$ cat src/hw/mgmt_regs_pkg.sv
// constants, field layouts and carriers for the management register bank
// assumes one 25 MHz clock and already-decoded management transactions
package mgmt_regs_pkg;

    // -------------------------------------------------------------
    // register indices
    // -------------------------------------------------------------
    localparam logic [4:0] REG_CTRL = 5'h00;
    localparam logic [4:0] REG_STAT = 5'h01;
    localparam logic [4:0] REG_MODE = 5'h11;
    localparam logic [4:0] REG_SYMERR = 5'h1a;
    localparam logic [4:0] REG_EVT = 5'h1d;
    localparam logic [4:0] REG_TEST = 5'h1e;

    // -------------------------------------------------------------
    // field positions
    // -------------------------------------------------------------
    localparam int CTRL_SOFT_RESET = 15;
    localparam int CTRL_LOOPBACK = 14;
    localparam int CTRL_ISOLATE = 10;
    localparam int CTRL_RESTART_AN = 9;
    localparam int STAT_REMOTE_FAULT = 4;
    localparam int STAT_LINK = 2;
    localparam int MODE_LINE_LOOPBACK = 9;
    localparam int MODE_KEPT = 6;
    localparam int EVT_WRITE_ONE_CLEAR = 0;
    localparam int EVT_WRITE_ANY_CLEAR = 1;
    localparam int TEST_STROBE_BIT = 15;
    localparam int TEST_SELF_SET = 0;

    // -------------------------------------------------------------
    // values after reset
    // -------------------------------------------------------------
    localparam logic [15:0] STAT_ABILITY = 16'h7808;
    localparam logic RST_KEPT = 1'b0;
    localparam logic RST_SELF_SET = 1'b1;
    localparam logic [15:0] RST_SYMERR = 16'h0000;

    // -------------------------------------------------------------
    // carriers
    // -------------------------------------------------------------
    typedef struct packed {
        logic req;
        logic we;
        logic [4:0] addr;
        logic [15:0] wdata;
    } mgmt_req_s;

    typedef struct packed {
        logic dv;
        logic [1:0] d;
    } lane_s;

endpackage

$ cat src/hw/mgmt_regs.sv
// management register bank with line-side loopback datapath
// assumes management transactions arrive decoded, one request per cycle
module mgmt_regs (
    input wire logic CLK,
    input wire logic RST,
    input wire mgmt_regs_pkg::mgmt_req_s MGMT_REQ,
    output logic [15:0] MGMT_RDATA,
    output logic MGMT_ACK,
    input wire logic REMOTE_FAULT_IN,
    input wire logic LINK_UP_IN,
    input wire logic SYM_ERR_IN,
    input wire logic [1:0] EVENT_IN,
    input wire mgmt_regs_pkg::lane_s LINE_RX,
    output mgmt_regs_pkg::lane_s LINE_TX,
    input wire mgmt_regs_pkg::lane_s MAC_TX,
    output mgmt_regs_pkg::lane_s MAC_RX,
    output logic SOFT_RESET,
    output logic AN_RESTART,
    output logic NEAR_LOOPBACK,
    output logic TEST_STROBE,
    output logic LOOPBACK_ACTIVE
);
    import mgmt_regs_pkg::*;

    // -------------------------------------------------------------
    // state
    // -------------------------------------------------------------
    logic srst_q, restart_q, lpbk_q, isolate_q, loop_q, kept_q;
    logic latched_high_q, latched_low_q, woc_q, ss_q, strobe_q;
    logic write_any_clear_q;
    logic [15:0] cnt_q, cnt_d, rdata_q;
    logic ack_q;
    lane_s line_tx_q, mac_rx_q;

    // -------------------------------------------------------------
    // access decode
    // -------------------------------------------------------------
    logic wr, rd, wr_ctrl, wr_mode, wr_evt, wr_test;
    logic rd_stat, rd_symerr;
    logic [15:0] wd, rmux;
    assign wd = MGMT_REQ.wdata;
    assign wr = MGMT_REQ.req & MGMT_REQ.we;
    assign rd = MGMT_REQ.req & ~MGMT_REQ.we;
    assign wr_ctrl = wr && MGMT_REQ.addr == REG_CTRL;
    assign wr_mode = wr && MGMT_REQ.addr == REG_MODE;
    assign wr_evt = wr && MGMT_REQ.addr == REG_EVT;
    assign wr_test = wr && MGMT_REQ.addr == REG_TEST;
    assign rd_stat = rd && MGMT_REQ.addr == REG_STAT;
    assign rd_symerr = rd && MGMT_REQ.addr == REG_SYMERR;

    // -------------------------------------------------------------
    // read mux, reserved bits read zero
    // -------------------------------------------------------------
    logic [15:0] v_ctrl, v_stat, v_mode, v_evt, v_test;
    assign v_ctrl = (16'(srst_q) << CTRL_SOFT_RESET)
        | (16'(lpbk_q) << CTRL_LOOPBACK)
        | (16'(isolate_q) << CTRL_ISOLATE)
        | (16'(restart_q) << CTRL_RESTART_AN);
    assign v_stat = STAT_ABILITY
        | (16'(latched_high_q) << STAT_REMOTE_FAULT)
        | (16'(latched_low_q) << STAT_LINK);
    assign v_mode = (16'(loop_q) << MODE_LINE_LOOPBACK)
        | (16'(kept_q) << MODE_KEPT);
    assign v_evt = (16'(woc_q) << EVT_WRITE_ONE_CLEAR)
        | (16'(write_any_clear_q) << EVT_WRITE_ANY_CLEAR);
    assign v_test = 16'(ss_q) << TEST_SELF_SET;
    always_comb begin
        case (MGMT_REQ.addr)
            REG_CTRL: rmux = v_ctrl;
            REG_STAT: rmux = v_stat;
            REG_MODE: rmux = v_mode;
            REG_SYMERR: rmux = cnt_q;
            REG_EVT: rmux = v_evt;
            REG_TEST: rmux = v_test;
            default: rmux = 16'h0000;
        endcase
    end

    always_ff @(posedge CLK or posedge RST) begin
        if (RST) begin
            rdata_q <= 16'h0000;
            ack_q <= 1'b0;
        end else begin
            ack_q <= MGMT_REQ.req;
            if (rd) begin
                rdata_q <= rmux;
            end
        end
    end

    // -------------------------------------------------------------
    // control bits, soft reset
    // -------------------------------------------------------------
    always_ff @(posedge CLK or posedge RST) begin
        if (RST) begin
            srst_q <= 1'b0;
            restart_q <= 1'b0;
            lpbk_q <= 1'b0;
            isolate_q <= 1'b0;
            loop_q <= 1'b0;
            strobe_q <= 1'b0;
        end else if (srst_q) begin
            srst_q <= 1'b0;
            restart_q <= 1'b0;
            lpbk_q <= 1'b0;
            isolate_q <= 1'b0;
            loop_q <= 1'b0;
            strobe_q <= 1'b0;
        end else begin
            srst_q <= wr_ctrl & wd[CTRL_SOFT_RESET];
            restart_q <= wr_ctrl & wd[CTRL_RESTART_AN];
            strobe_q <= wr_test & wd[TEST_STROBE_BIT];
            if (wr_ctrl) begin
                lpbk_q <= wd[CTRL_LOOPBACK];
                isolate_q <= wd[CTRL_ISOLATE];
            end
            if (wr_mode) begin
                loop_q <= wd[MODE_LINE_LOOPBACK];
            end
        end
    end

    always_ff @(posedge CLK or posedge RST) begin
        if (RST) begin
            kept_q <= RST_KEPT;
        end else if (wr_mode && !srst_q) begin
            kept_q <= wd[MODE_KEPT];
        end
    end

    // -------------------------------------------------------------
    // status latches, flags, counter
    // -------------------------------------------------------------
    assign cnt_d = rd_symerr ? 16'(SYM_ERR_IN)
        : cnt_q + 16'(SYM_ERR_IN && cnt_q != 16'hffff);

    always_ff @(posedge CLK or posedge RST) begin
        if (RST) begin
            latched_high_q <= 1'b0;
            latched_low_q <= 1'b0;
            woc_q <= 1'b0;
            write_any_clear_q <= 1'b0;
            ss_q <= RST_SELF_SET;
            cnt_q <= RST_SYMERR;
        end else if (srst_q) begin
            latched_high_q <= 1'b0;
            latched_low_q <= 1'b0;
            woc_q <= 1'b0;
            write_any_clear_q <= 1'b0;
            ss_q <= RST_SELF_SET;
            cnt_q <= RST_SYMERR;
        end else begin
            latched_high_q <= REMOTE_FAULT_IN
                | (latched_high_q & ~rd_stat);
            latched_low_q <= LINK_UP_IN & (latched_low_q | rd_stat);
            woc_q <= EVENT_IN[0]
                | (woc_q & ~(wr_evt & wd[EVT_WRITE_ONE_CLEAR]));
            write_any_clear_q <= EVENT_IN[1]
                | (write_any_clear_q & ~wr_evt);
            ss_q <= ~(wr_test & ~wd[TEST_SELF_SET]);
            cnt_q <= cnt_d;
        end
    end

    // -------------------------------------------------------------
    // data path
    // -------------------------------------------------------------
    always_ff @(posedge CLK or posedge RST) begin
        if (RST) begin
            line_tx_q <= '0;
            mac_rx_q <= '0;
        end else if (loop_q) begin
            line_tx_q <= LINE_RX;
            mac_rx_q <= '0;
        end else begin
            line_tx_q <= isolate_q ? '0 : MAC_TX;
            mac_rx_q <= isolate_q ? '0 : LINE_RX;
        end
    end

    assign MGMT_RDATA = rdata_q;
    assign MGMT_ACK = ack_q;
    assign LINE_TX = line_tx_q;
    assign MAC_RX = mac_rx_q;
    assign SOFT_RESET = srst_q;
    assign AN_RESTART = restart_q;
    assign NEAR_LOOPBACK = lpbk_q;
    assign TEST_STROBE = strobe_q;
    assign LOOPBACK_ACTIVE = loop_q;
endmodule

$ cat config.mk
export PLATFORM = sky130hd
export DESIGN_NAME = mgmt_regs
export DESIGN_NICKNAME = d
export VERILOG_FILES = /design/src/hw/mgmt_regs_pkg.sv /design/src/hw/mgmt_regs.sv
export SDC_FILE = /design/constraint.sdc
export NUM_CORES = 1
export LEC_CHECK = 0
export ABC_AREA = 1
export CAP_MARGIN = 20
export CORE_MARGIN = 2
export CORE_UTILIZATION = 58
export CTS_CLUSTER_DIAMETER = 40
export CTS_CLUSTER_SIZE = 8
export DETAILED_ROUTE_END_ITERATION = 10
export DONT_BUFFER_PORTS = 1
export PLACE_DENSITY = 0.85
export SLEW_MARGIN = 25
export SYNTH_ARGS = -nofsm -noshare
export SYNTH_HDL_FRONTEND = slang
export SYNTH_SLANG_ARGS = --single-unit
$ cat constraint.sdc
create_clock -name CLK -period 2.6 [get_ports CLK]
set_input_delay 0.26 -clock CLK [delete_from_list [all_inputs] [get_ports CLK]]
set_output_delay 0.26 -clock CLK [all_outputs]
set_load 0.05 [all_outputs]
======== Yosys cells after proc, flatten, opt, wreduce, memory -nomap -nowiden ========
Index checks and enable logic that the tools add are counted.
operators by class
  add/sub/neg operators ................... 1
  eq/ne operators ......................... 6
  multiplexer cells ....................... 21
  bitwise operators ....................... 27
  reductions and logical operators ........ 12
operator list
  operator                                                          number
  16-bit one-hot mux with 6 select lines                            1
  16-bit two-way mux                                                2
  5-bit == test (second input constant)                             4
  16-bit by 1-bit adder with 16-bit output                          1
  16-bit != test (second input constant)                            1
  16-bit by 10-bit bitwise OR with 16-bit output                    1
  16-bit by 11-bit bitwise OR with 16-bit output                    1
  16-bit by 15-bit bitwise OR with 16-bit output                    1
  15-bit by 3-bit bitwise OR with 15-bit output                     1
  1-bit two-way mux                                                 14
  3-bit two-way mux                                                 4
  1-bit bitwise AND                                                 11
  10-bit by 7-bit bitwise OR with 10-bit output                     1
  1-bit logical AND                                                 8
  1-bit NOT                                                         6
  5-bit by 1-bit == test with 1-bit output (second input constant)  1
  5-bit logical NOT                                                 1
  1-bit bitwise OR                                                  4
  2-bit nonzero test                                                2
  1-bit by 2-bit bitwise OR with 2-bit output                       1
  1-bit logical NOT                                                 1
storage, ports and cells
  register bits ........................... 51
  bits of input ports ..................... 36
  output and inout bits ................... 28
  word-level logic and storage cells ...... 86

======== Logic depth before layout (Yosys ltp) ========
  word-level depth ........................ 7
  depth in mapped cells ................... 11

======== Least setup slack after synthesis ========
No wires, ideal clock.
  kind .................................... reg-to-reg
  start ................................... register cnt_q[4]
  end ..................................... register cnt_q[10]
  arrival time ............................ 1.753 ns
  path slack .............................. 0.726 ns
  cell stages (with the launch flop) ...... 12
  cell sequence ........................... dfrtp_1 -> nand2_1 -> nor2_1 -> nand4_1 -> o21a_1 -> ha_1 -> ha_1 -> nand3_2 -> nor2_4 -> nand2_1 -> xor2_1 -> nor2_1
between the ends
  word-level cells in the longest chain between the ends .. 5
ends and longest elaborated chain
  item                                        RTL line          RTL
  start, declared                             mgmt_regs.sv:31   logic [15:0] cnt_q, cnt_d, rdata_q;
  start signal, assigned                      mgmt_regs.sv:161  cnt_q <= cnt_d;
  16-bit != test                              mgmt_regs.sv:135  : cnt_q + 16'(SYM_ERR_IN && cnt_q != 16'hffff);
  1-bit logical AND                           mgmt_regs.sv:135
  16-bit by 1-bit adder with 16-bit output *  mgmt_regs.sv:135
  16-bit two-way mux *                        mgmt_regs.sv:134  assign cnt_d = rd_symerr ? 16'(SYM_ERR_IN)
  16-bit two-way mux *                        mgmt_regs.sv:145  end else if (srst_q) begin
Every way passes the cells marked *; elsewhere a longest branch is shown, timed or not.
A chain may end at the register's enable or synchronous reset.

======== Worst setup path in the final report ========
  start ................................... register cnt_q[6]
  end ..................................... register cnt_q[10]
The elaborated chain is that of the path after synthesis.

==> flow_summary.yaml <==
outcome:
  status: "finished with violations"
  failed_checks: "hold timing"
yosys:
  synth_fa_ha_area_share_pct: 1.016
  synth_top_family_by_area: "simple AND/OR/NAND/NOR gates"
  netlist_area_mm2: 0.002464
  synth_top_area_share_pct: 50.79
  avgSynthCellArea_um2: 8.185
  ys_ff_latch: 51
  synth_compound_area_share_pct: 4.876
  synth_cell_types: 32
  syn_nets: 339
  muxShareOfSynthArea_pct: 0
  yosys.area_share.simple_pct: 34.33
  yosysWarnings: 0
  synth_xor_area_share_pct: 1.778
  synth_top_area_cell: "dfrtp_1"
  synth_area_leaders: "dfrtp_1, nand2_1, nor2_1"
  syn_inst: 301
  ys_seq_area_share_pct: 51.85
drt:
  ant_nets: 0
  via_per_inst: 5.654
  totalWireLength_um: 5183
  dr.pass1.iters: 4
  drcViolationCount: 0
  avgRoutedWirePerCell_um: 14.48
  vias: 2024
  drt_iter0_drc: 204
timing:
  achievable-frequency_ghz: 0.4579
  setup_viol: 0
  fin_crit_sh_pct: 84.00
  finClkSkew_ps: 7.820
  max-slew-margin-rel_pct: 42.56
  hold_viol: 50
  tns_ps: 0
  slew_violations: 0
  whs_ps: -24.75
  worst_pin_slew_ps: 860.6
  rsz0062_at_grt: "false"
  fin_crit_ps: 2184
worst_setup_path:
  cp.depth: 11
  crit_chain: "nand2_1 > nor2_1 > nand4_1 > o21a_1 > ha_1 > ha_1 > nand3_2 > nor2_4 > nand2_1 > xor2_1 > nor2_1"
  rr_worst_depth: 11
  path_max_fanout: 6
  path_buf_inv: 0
  cp-start-kind: "register"
  cp_top_family: "simple AND/OR/NAND/NOR gates"
  critPathSlowestCell: "dfrtp_1"
  r2r_setup_slack_ps: 420
  cp.arrival_ps: 2390
  critical_path_required_ps: 2800
  max_stage_delay_ps: 460
  end_kind: "register"
  crit_type: "register to register"
worst_hold_path:
  hold_class: "primary input to async pin"
layout:
  diodes: 0
  areaGrowthSynthToFinish_pct: 7.415
  post-route-util_pct: 65.22
  drive_gt1_share_pct: 9.740
  nets: 345
grt:
  grt_use_total_pct: 23.67
  grt_max_degree: 52
  antenna_found_initial: 0
  grt_pass1_vias: 1920
  grt_pass1_wl_um: 9073
  overflow: 0
clock_network:
  cts_buffers: 5
  cts_max_level: 2
  path_clk_slew_ps: 100
  tritoncts: "yes"
  cts_sinks: 51
  clock_latency_ps: 310
  root_buffer: "clkbuf_8"
  clockBufferDepth: 2
  postCtsSetupRepairBufs: 0
power_and_ir_drop:
  power_density_mw_per_mm2: 707.1
  ir_drop_mv: 0.2938
  leakagePower_nw: 1.320
floorplanning:
  core_mm2: 0.004058
  die_y_um: 69.18
  die_w_um: 69.18
  top_level_ports: 64
  dieArea_mm2: 0.004785
  fp-row-count: 23
  initial_core_util_pct: 60.72
flow_run:
  drv_cap: 0
placed_design:
  dp_hpwl_um: 3797
  port_buffers: 0
  place.gp.congestion: 0.8731
==> metal layers <==
layer  track usage [%]  wire (um)  vias up
li1                  -          -      978
met1             32.63       2313      966
met2             35.58       2435       74
met3             6.686        382        6
met4             9.150         51        0
met5                 0          0        -
==> synthesized netlist by cell type, drive strengths merged <==
library cell and instances:
nand2 80, dfrtp 50, nor2 49, inv 35, nand3 33, nand4 9, nor3 9, o21ai 7
a21oi 6, clkbuf 3, o22ai 3, xor2 3, clkinv 2, ha 2, o21bai 2, xnor2 2
a31oi 1, dfstp 1, nand3b 1, o211ai 1, o21a 1, or2 1
==> worst register-to-register path: stages, from the launching register on <==
cell,delay [ps]
dfrtp_1,460
nand2_1,110
nor2_1,230
nand4_1,120
o21a_1,210
ha_1,230
ha_1,240
nand3_2,140
nor2_4,70
nand2_1,70
xor2_1,140
nor2_1,50
==> stage by stage <==
step,std cells,worst slack (ps),hold slack (ps),instance area (um^2),total power [W]
finish,358,415.9,-24.75,2646,0.001871
global route,358,272.3,38.48,2646,0.001970
CTS,358,417.9,46.18,2645,0.001869
detailed placement,349,521.5,291.5,2522,0.001325
global placement,349,565.2,291.5,2522,0.001312
floorplan,301,726.4,291.4,2464,0.001270
==> sequential cells by signal, summed over array words and instances, names as in the netlist <==
register / cells
TEST_STROBE: 1
ss_q: 1
MGMT_ACK: 1
SOFT_RESET: 1
LOOPBACK_ACTIVE: 1
MGMT_RDATA: 16
latched_high_q: 1
LINE_TX: 3
cnt_q: 16
NEAR_LOOPBACK: 1
kept_q: 1
AN_RESTART: 1
latched_low_q: 1
isolate_q: 1
write_any_clear_q: 1
MAC_RX: 3
woc_q: 1
==> power breakdown <==
| part | total [W] | internal, W | switching [W] |
|---|---|---|---|
| sequential | 0.00108 | 0.000876 | 0.000203 |
| combinational | 0.000235 | 0.0000908 | 0.000145 |
| clock | 0.000557 | 0.000287 | 0.000270 |
| total | 0.00187 | 0.00125 | 0.000618 |
==> placed cells by master, fill, tap and decap left out, types with 3 or more instances in the layout <==
cell / count
inv_1: 31
nand2_1: 77
dfrtp_1: 50
xor2_1: 3
a21oi_1: 6
nor2_2: 4
o22ai_1: 3
nor2_1: 42
o21ai_0: 7
clkbuf_8: 5
nand4_1: 9
nor3_1: 7
clkinv_2: 3
inv_2: 3
nand3_1: 31
==> cell type report <==
class,instances,area [um^2]
multi-input combinational,210,1035
sequential,51,1277
tap,50,62.56
fill,317,1411
clock inverter,3,43.79
inverter,37,141.4
clock buffer,5,68.82
timing repair buffer,2,17.52
==> worst paths after layout <==
| path | from | end |
|---|---|---|
| max | cnt_q[6] | cnt_q[10] |
| max in group asynchronous | RST | MGMT_ACK |
| min | RST | cnt_q[5] |
| min reg2reg | kept_q | kept_q |
| min in group CLK | MGMT_REQ[18] | ss_q |
| max reg2reg | cnt_q[6] | cnt_q[10] |
==> repair_timing <==
item / CTS / global route
hold buffers: 1 / 0
hold endpoints to repair: 1 / 0
resized for setup: 0 / 0
==> kinds of logic after synthesis <==
logic type,count (synthesis)
and+or+nand+nor,182
xor gates and xnor gates,5
AOI/OAI and AO/OA,21
adders and majority gates,2
buffers and inverters,40
DFF,51
No activity file was read; power rests on OpenSTA's default activity.
